===== config.mk =====
export PLATFORM = sky130hd
export DESIGN_NAME = wdr_watchdog_reset_unit
export DESIGN_NICKNAME = d
export VERILOG_FILES = /design/src/hw/wdr_pkg.sv /design/src/hw/wdr_watchdog_reset_unit.sv /design/src/hw/wdr_pin_sync.sv /design/src/hw/wdr_wdog_counter.sv
export SDC_FILE = /design/constraint.sdc
export NUM_CORES = 1
export LEC_CHECK = 0
export BUFFER_PORTS_ARGS = -buffer_cell sky130_fd_sc_hd__buf_2
export CORE_MARGIN = 1
export CORE_UTILIZATION = 51
export CTS_CLUSTER_SIZE = 10
export DETAILED_ROUTE_END_ITERATION = 10
export HOLD_SLACK_MARGIN = 0.12
export PLACE_DENSITY_LB_ADDON = 0.25
export SYNTH_ARGS = -nofsm -noshare
export SYNTH_HDL_FRONTEND = slang
export SYNTH_SLANG_ARGS = --single-unit

===== constraint.sdc =====
create_clock -name mclk -period 1.8 [get_ports mclk]
set_input_delay 0.18 -clock mclk [delete_from_list [all_inputs] [get_ports mclk]]
set_output_delay 0.18 -clock mclk [all_outputs]
set_load 0.01 [all_outputs]

===== src/hw/wdr_pkg.sv =====
// wdr_pkg: register map, field layout, reset values and timing counts
// of the watchdog and reset unit; assumes mclk at 125 MHz
package wdr_pkg;
  // register offsets, one byte register per address
  localparam logic [7:0] ADDR_STOP_REC  = 8'h0b;
  localparam logic [7:0] ADDR_WD_MODE   = 8'h0f;
  localparam logic [7:0] ADDR_IRQ_STAT  = 8'h10;
  localparam logic [7:0] ADDR_IRQ_MASK  = 8'h11;
  localparam logic [7:0] ADDR_WD_STATUS = 8'h12;

  // watchdog_mode_control fields
  localparam int TSEL_LSB      = 0;
  localparam int HALT_RUN_BIT  = 2;
  localparam int STOP_RUN_BIT  = 3;
  localparam int CLK_XTAL_BIT  = 4;
  localparam logic [7:0] WD_MODE_WMASK = 8'h1f;
  localparam logic [7:0] WD_MODE_RESET = 8'h0d;

  // stop_recovery_control cold/warm flag
  localparam int WARM_BIT = 7;

  // interrupt status / mask layout
  localparam int EV_TIMEOUT = 0;
  localparam int EV_LOWVOLT = 1;
  localparam int EV_LOCKED  = 2;
  localparam int EV_W       = 3;

  // timing
  localparam int CLK_PERIOD_NS = 8;
  localparam int RC_MIN_MS0    = 5;
  localparam int RC_MIN_MS1    = 15;
  localparam int RC_MIN_MS2    = 25;
  localparam int RC_MIN_MS3    = 100;
  localparam int RC_CYC0 = (RC_MIN_MS0 * 1000000 + CLK_PERIOD_NS - 1) / CLK_PERIOD_NS;
  localparam int RC_CYC1 = (RC_MIN_MS1 * 1000000 + CLK_PERIOD_NS - 1) / CLK_PERIOD_NS;
  localparam int RC_CYC2 = (RC_MIN_MS2 * 1000000 + CLK_PERIOD_NS - 1) / CLK_PERIOD_NS;
  localparam int RC_CYC3 = (RC_MIN_MS3 * 1000000 + CLK_PERIOD_NS - 1) / CLK_PERIOD_NS;
  localparam int XTAL_CYC0 = 256;
  localparam int XTAL_CYC1 = 512;
  localparam int XTAL_CYC2 = 1024;
  localparam int XTAL_CYC3 = 4096;
  localparam int WINDOW_CYC     = 64;
  localparam int RESET_HOLD_CYC = 16;
  localparam logic [15:0] STOP_RESTART_ADDR = 16'h000c;

  typedef enum logic [1:0] {
    WD_OFF = 2'b00,
    WD_RUN = 2'b01,
    WD_RST = 2'b10
  } wdr_wd_state_t;
endpackage : wdr_pkg


===== src/hw/wdr_watchdog_reset_unit.sv =====
// wdr_watchdog_reset_unit: watchdog, time-windowed mode register, cold/warm
// flag and low-voltage reset of an 8-bit controller
// assumes single-cycle register strobes on mclk; crystal and low-voltage
// inputs are asynchronous pins; processor status inputs are on mclk
// Operation
// - stop entry sets warm flag; resets clear it
// - watchdog terminal count resets the device
// - refresh instruction starts, then restarts watchdog
// - refresh instruction updates zero, sign, overflow flags
// - mode register writable only first 64 cycles after reset or stop wake
// - mode register write-only, bank address 0fh
// - bits 1:0 pick the timeout period
// - timeout select defaults to code 01
// - bit 2 keeps counting during halt
// - bit 3 keeps counting during stop
// - bit 4 selects rc or crystal clock
// - permanent option runs watchdog from reset exit
// - otherwise every reset disables the watchdog
// - low supply holds global reset asserted
// - watchdog timeout triggers power-on delay timer
// - reset out of stop restarts at 000ch
`timescale 1ns/100ps
module wdr_watchdog_reset_unit #(
  parameter int          RC_CYC0          = wdr_pkg::RC_CYC0,
  parameter int          RC_CYC1          = wdr_pkg::RC_CYC1,
  parameter int          RC_CYC2          = wdr_pkg::RC_CYC2,
  parameter int          RC_CYC3          = wdr_pkg::RC_CYC3,
  parameter bit          PERM_ENABLE      = 1'b0,
  parameter logic [15:0] RUN_RESTART_ADDR = 16'h0000,
  parameter int          CW               = 24
) (
  // clock and reset
  input  wire logic        mclk,
  input  wire logic        resetn,
  // register port
  input  wire logic [7:0]  reg_addr,
  input  wire logic [7:0]  reg_wdata,
  input  wire logic        reg_wr,
  input  wire logic        reg_rd,
  output logic      [7:0]  reg_rdata,
  // processor status
  input  wire logic        wd_refresh,
  input  wire logic        halt_mode,
  input  wire logic        stop_mode,
  input  wire logic        stop_wake,
  output logic             cc_flag_wr,
  // pins
  input  wire logic        crystal_input_pin,
  input  wire logic        low_voltage_in,
  // reset and interrupt outputs
  output logic             device_reset,
  output logic             por_trigger,
  output logic      [15:0] restart_addr,
  output logic             irq
);
  localparam int HW = $clog2(wdr_pkg::RESET_HOLD_CYC);
  localparam logic [HW-1:0] HOLD_LAST = HW'(wdr_pkg::RESET_HOLD_CYC - 1);
  localparam logic [6:0]    WIN_END   = 7'(wdr_pkg::WINDOW_CYC);

  typedef struct packed {
    wdr_pkg::wdr_wd_state_t   wd;
    logic [7:0]               mode;
    logic                     warm;
    logic [6:0]               win_cnt;
    logic [HW-1:0]            hold;
    logic [wdr_pkg::EV_W-1:0] stat;
    logic [wdr_pkg::EV_W-1:0] mask;
    logic                     stop_d;
    logic [7:0]               rdata;
    logic                     flag_wr;
    logic                     por;
    logic [15:0]              raddr;
  } wdr_top_state_t;

  wdr_top_state_t           r_r;
  wdr_top_state_t           r_nxt;
  logic [wdr_pkg::EV_W-1:0] ev;
  logic                     lv_s;
  logic                     xtal_rise;
  logic                     win_open;
  logic                     wd_active;
  logic                     cnt_step;
  logic                     cnt_clear;
  logic [CW-1:0]            cnt_limit;
  logic [CW-1:0]            wd_count;
  logic                     wd_expired;

  // period in counter ticks for a select code and clock source
  function automatic logic [CW-1:0] period_of(input logic [1:0] tsel, input logic xtal);
    logic [CW-1:0] v;
    v = '0;
    case (tsel)
      2'b00:   v = xtal ? CW'(wdr_pkg::XTAL_CYC0) : CW'(RC_CYC0);
      2'b01:   v = xtal ? CW'(wdr_pkg::XTAL_CYC1) : CW'(RC_CYC1);
      2'b10:   v = xtal ? CW'(wdr_pkg::XTAL_CYC2) : CW'(RC_CYC2);
      default: v = xtal ? CW'(wdr_pkg::XTAL_CYC3) : CW'(RC_CYC3);
    endcase
    return v;
  endfunction : period_of

  wdr_pin_sync u_lv_sync (
    .mclk   (mclk),
    .resetn (resetn),
    .pin_in (low_voltage_in),
    .level  (lv_s),
    .rise   ()
  );

  wdr_pin_sync u_xtal_sync (
    .mclk   (mclk),
    .resetn (resetn),
    .pin_in (crystal_input_pin),
    .level  (),
    .rise   (xtal_rise)
  );

  assign win_open  = (r_r.win_cnt != WIN_END) && (r_r.wd != wdr_pkg::WD_RST);
  assign cnt_limit = period_of(r_r.mode[wdr_pkg::TSEL_LSB +: 2],
                               r_r.mode[wdr_pkg::CLK_XTAL_BIT]);
  // halt and stop suspend counting unless their mode bit says run
  assign wd_active = !(halt_mode && !r_r.mode[wdr_pkg::HALT_RUN_BIT]) &&
                     !(stop_mode && !r_r.mode[wdr_pkg::STOP_RUN_BIT]);
  // the rc chain is modelled by mclk; the crystal ticks on its synced
  // edges, so a crystal-clocked watchdog simply freezes when it stops
  assign cnt_step  = (r_r.wd == wdr_pkg::WD_RUN) && wd_active &&
                     (r_r.mode[wdr_pkg::CLK_XTAL_BIT] ? xtal_rise : 1'b1);
  assign cnt_clear = wd_refresh || (r_r.wd != wdr_pkg::WD_RUN);

  wdr_wdog_counter #(
    .CW (CW)
  ) u_counter (
    .mclk    (mclk),
    .resetn  (resetn),
    .clear   (cnt_clear),
    .step    (cnt_step),
    .limit   (cnt_limit),
    .count   (wd_count),
    .expired (wd_expired)
  );

  always_comb begin
    r_nxt         = r_r;
    ev            = '0;
    r_nxt.rdata   = 8'h00;
    r_nxt.flag_wr = 1'b0;
    r_nxt.por     = 1'b0;
    r_nxt.stop_d  = stop_mode;

    if (reg_wr) begin
      if (reg_addr == wdr_pkg::ADDR_WD_MODE) begin
        if (win_open) begin
          r_nxt.mode = reg_wdata & wdr_pkg::WD_MODE_WMASK;
        end else begin
          ev[wdr_pkg::EV_LOCKED] = 1'b1;
        end
      end else if (reg_addr == wdr_pkg::ADDR_IRQ_STAT) begin
        r_nxt.stat = r_r.stat & ~reg_wdata[wdr_pkg::EV_W-1:0];
      end else if (reg_addr == wdr_pkg::ADDR_IRQ_MASK) begin
        r_nxt.mask = reg_wdata[wdr_pkg::EV_W-1:0];
      end
    end

    if (reg_rd) begin
      if (reg_addr == wdr_pkg::ADDR_WD_MODE) begin
        r_nxt.rdata = 8'h00;
      end else if (reg_addr == wdr_pkg::ADDR_STOP_REC) begin
        r_nxt.rdata = {r_r.warm, 7'h00};
      end else if (reg_addr == wdr_pkg::ADDR_IRQ_STAT) begin
        r_nxt.rdata = {5'h00, r_r.stat};
      end else if (reg_addr == wdr_pkg::ADDR_IRQ_MASK) begin
        r_nxt.rdata = {5'h00, r_r.mask};
      end else if (reg_addr == wdr_pkg::ADDR_WD_STATUS) begin
        r_nxt.rdata = {5'h00, win_open, r_r.wd};
      end
    end

    if (stop_mode && !r_r.stop_d) begin
      r_nxt.warm = 1'b1;
    end

    if (r_r.win_cnt != WIN_END) begin
      r_nxt.win_cnt = r_r.win_cnt + 7'h01;
    end

    case (r_r.wd)
      wdr_pkg::WD_OFF: begin
        if (wd_refresh) begin
          r_nxt.wd      = wdr_pkg::WD_RUN;
          r_nxt.flag_wr = 1'b1;
        end
      end
      wdr_pkg::WD_RUN: begin
        if (wd_refresh) begin
          r_nxt.flag_wr = 1'b1;
        end
        if (wd_expired) begin
          r_nxt.wd   = wdr_pkg::WD_RST;
          r_nxt.hold = HOLD_LAST;
          r_nxt.por  = 1'b1;
          r_nxt.warm = 1'b0;
          r_nxt.raddr = stop_mode ? wdr_pkg::STOP_RESTART_ADDR : RUN_RESTART_ADDR;
          ev[wdr_pkg::EV_TIMEOUT] = 1'b1;
        end
      end
      wdr_pkg::WD_RST: begin
        // the device sits in reset: defaults return, the window rearms
        r_nxt.mode    = wdr_pkg::WD_MODE_RESET;
        r_nxt.win_cnt = 7'h00;
        if (r_r.hold != '0) begin
          r_nxt.hold = r_r.hold - HW'(1);
        end else begin
          r_nxt.wd = PERM_ENABLE ? wdr_pkg::WD_RUN : wdr_pkg::WD_OFF;
        end
      end
      default: begin
        r_nxt.wd = wdr_pkg::WD_OFF;
      end
    endcase

    // low supply overrides the watchdog state and stop wake, and keeps reloading the hold
    if (lv_s) begin
      if (r_r.wd != wdr_pkg::WD_RST) begin
        ev[wdr_pkg::EV_LOWVOLT] = 1'b1;
        r_nxt.warm  = 1'b0;
        r_nxt.raddr = stop_mode ? wdr_pkg::STOP_RESTART_ADDR : RUN_RESTART_ADDR;
      end
      r_nxt.wd   = wdr_pkg::WD_RST;
      r_nxt.hold = HOLD_LAST;
    end else if (stop_wake && stop_mode && r_r.wd != wdr_pkg::WD_RST) begin
      r_nxt.win_cnt = 7'h00;
      r_nxt.raddr   = wdr_pkg::STOP_RESTART_ADDR;
    end

    // a new event wins over a clear in the same cycle
    r_nxt.stat = r_nxt.stat | ev;
  end

  always_ff @(posedge mclk) begin
    if (!resetn) begin
      r_r         <= '0;
      r_r.wd      <= PERM_ENABLE ? wdr_pkg::WD_RUN : wdr_pkg::WD_OFF;
      r_r.mode    <= wdr_pkg::WD_MODE_RESET;
      r_r.raddr   <= RUN_RESTART_ADDR;
    end else begin
      r_r <= r_nxt;
    end
  end

  assign reg_rdata    = r_r.rdata;
  assign cc_flag_wr   = r_r.flag_wr;
  assign device_reset = (r_r.wd == wdr_pkg::WD_RST);
  assign por_trigger  = r_r.por;
  assign restart_addr = r_r.raddr;
  assign irq          = |(r_r.stat & r_r.mask);
endmodule : wdr_watchdog_reset_unit


===== src/hw/wdr_pin_sync.sv =====
// wdr_pin_sync: two-stage synchroniser for a pin, with level and rising edge
// assumes the pin is asynchronous to mclk and slower than half its rate
`timescale 1ns/100ps
module wdr_pin_sync (
  // clock and reset
  input  wire logic mclk,
  input  wire logic resetn,
  // pin side
  input  wire logic pin_in,
  // mclk side
  output logic      level,
  output logic      rise
);
  typedef struct packed {
    logic s1;
    logic s2;
    logic s3;
  } wdr_sync_state_t;

  wdr_sync_state_t r_r;
  wdr_sync_state_t r_nxt;

  // s1 feeds only s2; the edge is taken between s2 and s3
  always_comb begin
    r_nxt    = r_r;
    r_nxt.s1 = pin_in;
    r_nxt.s2 = r_r.s1;
    r_nxt.s3 = r_r.s2;
  end

  always_ff @(posedge mclk) begin
    if (!resetn) begin
      r_r <= '0;
    end else begin
      r_r <= r_nxt;
    end
  end

  assign level = r_r.s2;
  assign rise  = r_r.s2 & ~r_r.s3;
endmodule : wdr_pin_sync


===== src/hw/wdr_wdog_counter.sv =====
// wdr_wdog_counter: retriggerable count to a terminal value, pulsing expired and wrapping to zero
// assumes limit is stable while counting and at least 1
`timescale 1ns/100ps
module wdr_wdog_counter #(
  parameter int CW = 24
) (
  // clock and reset
  input  wire logic          mclk,
  input  wire logic          resetn,
  // control
  input  wire logic          clear,
  input  wire logic          step,
  input  wire logic [CW-1:0] limit,
  // result
  output logic [CW-1:0]      count,
  output logic               expired
);
  typedef struct packed {
    logic [CW-1:0] cnt;
    logic          exp;
  } wdr_cnt_state_t;

  wdr_cnt_state_t r_r;
  wdr_cnt_state_t r_nxt;

  // clear beats step so a refresh always buys a full period
  always_comb begin
    r_nxt     = r_r;
    r_nxt.exp = 1'b0;
    if (clear) begin
      r_nxt.cnt = '0;
    end else if (step) begin
      if (r_r.cnt == limit - CW'(1)) begin
        r_nxt.cnt = '0;
        r_nxt.exp = 1'b1;
      end else begin
        r_nxt.cnt = r_r.cnt + CW'(1);
      end
    end
  end

  always_ff @(posedge mclk) begin
    if (!resetn) begin
      r_r <= '0;
    end else begin
      r_r <= r_nxt;
    end
  end

  assign count   = r_r.cnt;
  assign expired = r_r.exp;
endmodule : wdr_wdog_counter


==> results.toml <==
[status]
status = "finished with violations"
violations = "negative setup slack"

[routing]
wl_per_cell_um = 13.54
drt_iter0_markers = 133
vias_per_cell = 5.056
routed_wl_mm = 8.424
vias = 3145
drc = 0
drtAntennaViolNets = 0
drt_pass1_iterations = 4

[clocking]
cts_tree = "done"
clock_path_buffers = 2
cts_made_buffers = 9
insertion_delay_ns = 0.35
numClockSinks = 78
cts_root_buf = "clkbuf_8"
path_clk_slew_ns = 0.08
htree_levels = 3

[critical_path]
r2r_start = "r_r[49]$_SDFFE_PP0P_"
r2r_end = "u_counter.count[15]$_SDFFE_PP0P_"
crit_fanout = 7
worstSetupPathType = "reg -> reg"
worstPathArrival_ns = 2.22
crit_path_start_kind = "flop"
worstPathRequired_ns = 2.04
end_kind = "flop"
r2r_slack_ns = -0.18
ff2ff_path_depth = 8

[synthesis]
synth.largest_area_cell = "dfxtp_1"
ys.flop_type = "dfxtp_1"
yosys.area_share.simple_pct = 27.93
yosysWarnings = 0
synth_common_cells = "dfxtp_1 (78), nor2_1 (49), buf_4 (25)"
synth_top_area_share_pct = 41.20
synthAdderAreaFrac_pct = 2.311
ys_seq_area_share_pct = 41.20
synth_area_um2 = 3790
yosysUniqueCellTypes = 58
ys_ff_latch = 78
postSynthCellCount = 432
synthXorXnorAreaFrac_pct = 6.933
muxShareOfSynthArea_pct = 2.641
post-synth-top-count-cell = "dfxtp_1"
synth_area_leaders = "dfxtp_1 (41%), buf_4 (5.0%), nor2_1 (4.9%)"
synth_compound_area_share_pct = 9.607
avgSynthCellArea_um2 = 8.773
synthArstFlopShare_pct = 0
synth_edf_count = 0
synth_top_family_by_area = "simple AND/OR/NAND/NOR gates"

[floorplan]
num_rows = 31
die_x_um = 88.21
initial_utilization_pct = 52.53
core-area_um2 = 7214
ios = 54
dieArea_um2 = 7780
die_h_um = 88.21

[timing]
max_freq_mhz = 503.9
setup_violations = 22
whs_ns = 0.1705
period_needed_ns = 1.984
final_max_slew_viol_count = 0
rsz0062_at_grt = "yes"
hold_viol_final = 0
period_share_pct = 110.2
fin_skew_ns = 0.01103
worst_slack_ns = -0.1844

[pwr]
power.density_nw_per_um2 = 713.2
p_leak_nw = 1.898
peakVddDrop_uv = 547.7

[global_route]
grt_pass1_wl_mm = 13.77
grt_max_degree = 15
grt_overflow_total = 0
antenna_found_initial = 0
grt_pass1_vias = 2912
grt_usage_pct = 23.47

[finish]
drive_above_1_share_pct = 29.83
diodes = 0
fin_cells = 622
synthToLayoutAreaGrowth_pct = 22.91
fillers = 626
stdcell_area_um2 = 4658
nNetsFinal = 551

[place]
place.gp.congestion = 0.8130
place_hpwl_mm = 5.983
place_area_um2 = 4239
io_buffer_count = 46
placed_cells = 589

[flow_run]
cap_violations = 0

[worst_hold_path]
hp-class = "in -> reg"
hold_path_depth = 3
min_from = "resetn"
min_to = "r_r[31]$_SDFF_PN0_"
[where the power goes]
part	total [mW]	internal [mW]	leakage (nW)	switching, mW
Clock	1.11	0.498	0.0841	0.614
Sequential	1.80	1.77	0.635	0.0334
Combinational	0.410	0.190	1.18	0.220
Total	3.32	2.46	1.90	0.867
[repair_timing]
action	in CTS	in global routing
endpoints found under the hold margin	14	0
cloned	2	0
gates resized for setup	17	17
hold buffers	10	0
pin swaps	24	8
buffers inserted	4	2
setup endpoints to repair	35	28
[flip-flops by register name (all words and copies together) (netlist names)]
| register | count |
|---|---|
| u_lv_sync.level | 1 |
| por_trigger | 1 |
| restart_addr | 16 |
| reg_rdata | 4 |
| u_xtal_sync.r_r | 1 |
| u_xtal_sync.r_nxt | 1 |
| u_counter.count | 24 |
| u_lv_sync.r_nxt | 1 |
| u_xtal_sync.level | 1 |
| r_r | 26 |
| cc_flag_wr | 1 |
| u_counter.expired | 1 |
[cells by family after synthesis]
group	after synthesis
XOR/XNOR	30
flip-flops	78
AND/OR/NAND/NOR	198
AO/OA/AOI/OAI	49
other	1
multiplexers	10
adder cells (fa/ha/maj)	7
buffers and inverters	59
[through the flow]
step	power (mW)	setup slack, ns	util, %	setup TNS [ns]
2_1_floorplan	2.096	-0.03335	-	-0.6615
3_3_place_gp	2.206	-0.1788	58.76	-3.478
3_5_place_dp	2.222	-0.2152	58.76	-4.115
4_1_cts	3.351	-0.1328	63.60	-2.600
5_1_grt	3.486	-0.2355	64.57	-4.784
6_report	3.322	-0.1844	64.57	-3.545
[worst max-delay path, stage by stage, from the launching register on]
cell and delay, ns:
dfxtp_4 0.37, or4b_4 0.56, o21ai_2 0.10, o2111a_2 0.25
nand2_2 0.06, o31ai_4 0.20, buf_6 0.16, buf_8 0.13
nor2_4 0.03
[layer usage]
metal  vias to the layer above  share of wire (%)  track usage (%)
met1                      1428                 48            31.04
met2                        87                 45            37.48
met4                         0                2.9            9.971
met3                        20                4.1            4.430
met5                         -                  0                0
li1                       1610                  -                -
[cells in the final DEF (no fill, tap or decap), drive strengths merged, types with 10 or more instances in the layout]
cell type	count
buf	101
dfxtp	78
nor2	69
nand2	24
and2	22
inv	20
xnor2	19
nand3	16
nor3	13
clkbuf	12
nand4	11
xor2	11
nand2b	11
mux2i	10
dlygate4sd3	10
[layout make-up]
cell class | count | area (um^2) | area share, %
Inverter | 20 | 75.07 | 1.612
Tap cell | 99 | 123.9 | 2.659
Sequential cell | 78 | 1577 | 33.84
Clock inverter | 4 | 23.77 | 0.5103
Multi-Input combinational cell | 298 | 1951 | 41.87
Clock buffer | 12 | 135.1 | 2.901
Timing Repair Buffer | 111 | 773.2 | 16.60
[how the worst max path moves through the flow]
stage	start	slack, ns	cells past startpoint	to
2_1_floorplan	r_r[49]$_SDFFE_PP0P_	-0.03	8	u_counter.count[15]$_SDFFE_PP0P_
3_3_place_gp	r_r[49]$_SDFFE_PP0P_	-0.18	8	u_counter.count[23]$_SDFFE_PP0P_
3_5_place_dp	r_r[49]$_SDFFE_PP0P_	-0.22	8	u_counter.count[23]$_SDFFE_PP0P_
4_1_cts	u_counter.count[5]$_SDFFE_PP0P_	-0.13	8	u_counter.count[10]$_SDFFE_PP0P_
5_1_grt	r_r[49]$_SDFFE_PP0P_	-0.24	8	u_counter.count[12]$_SDFFE_PP0P_
6_report	r_r[49]$_SDFFE_PP0P_	-0.18	8	u_counter.count[15]$_SDFFE_PP0P_
Power figures use the tool's default switching activity.
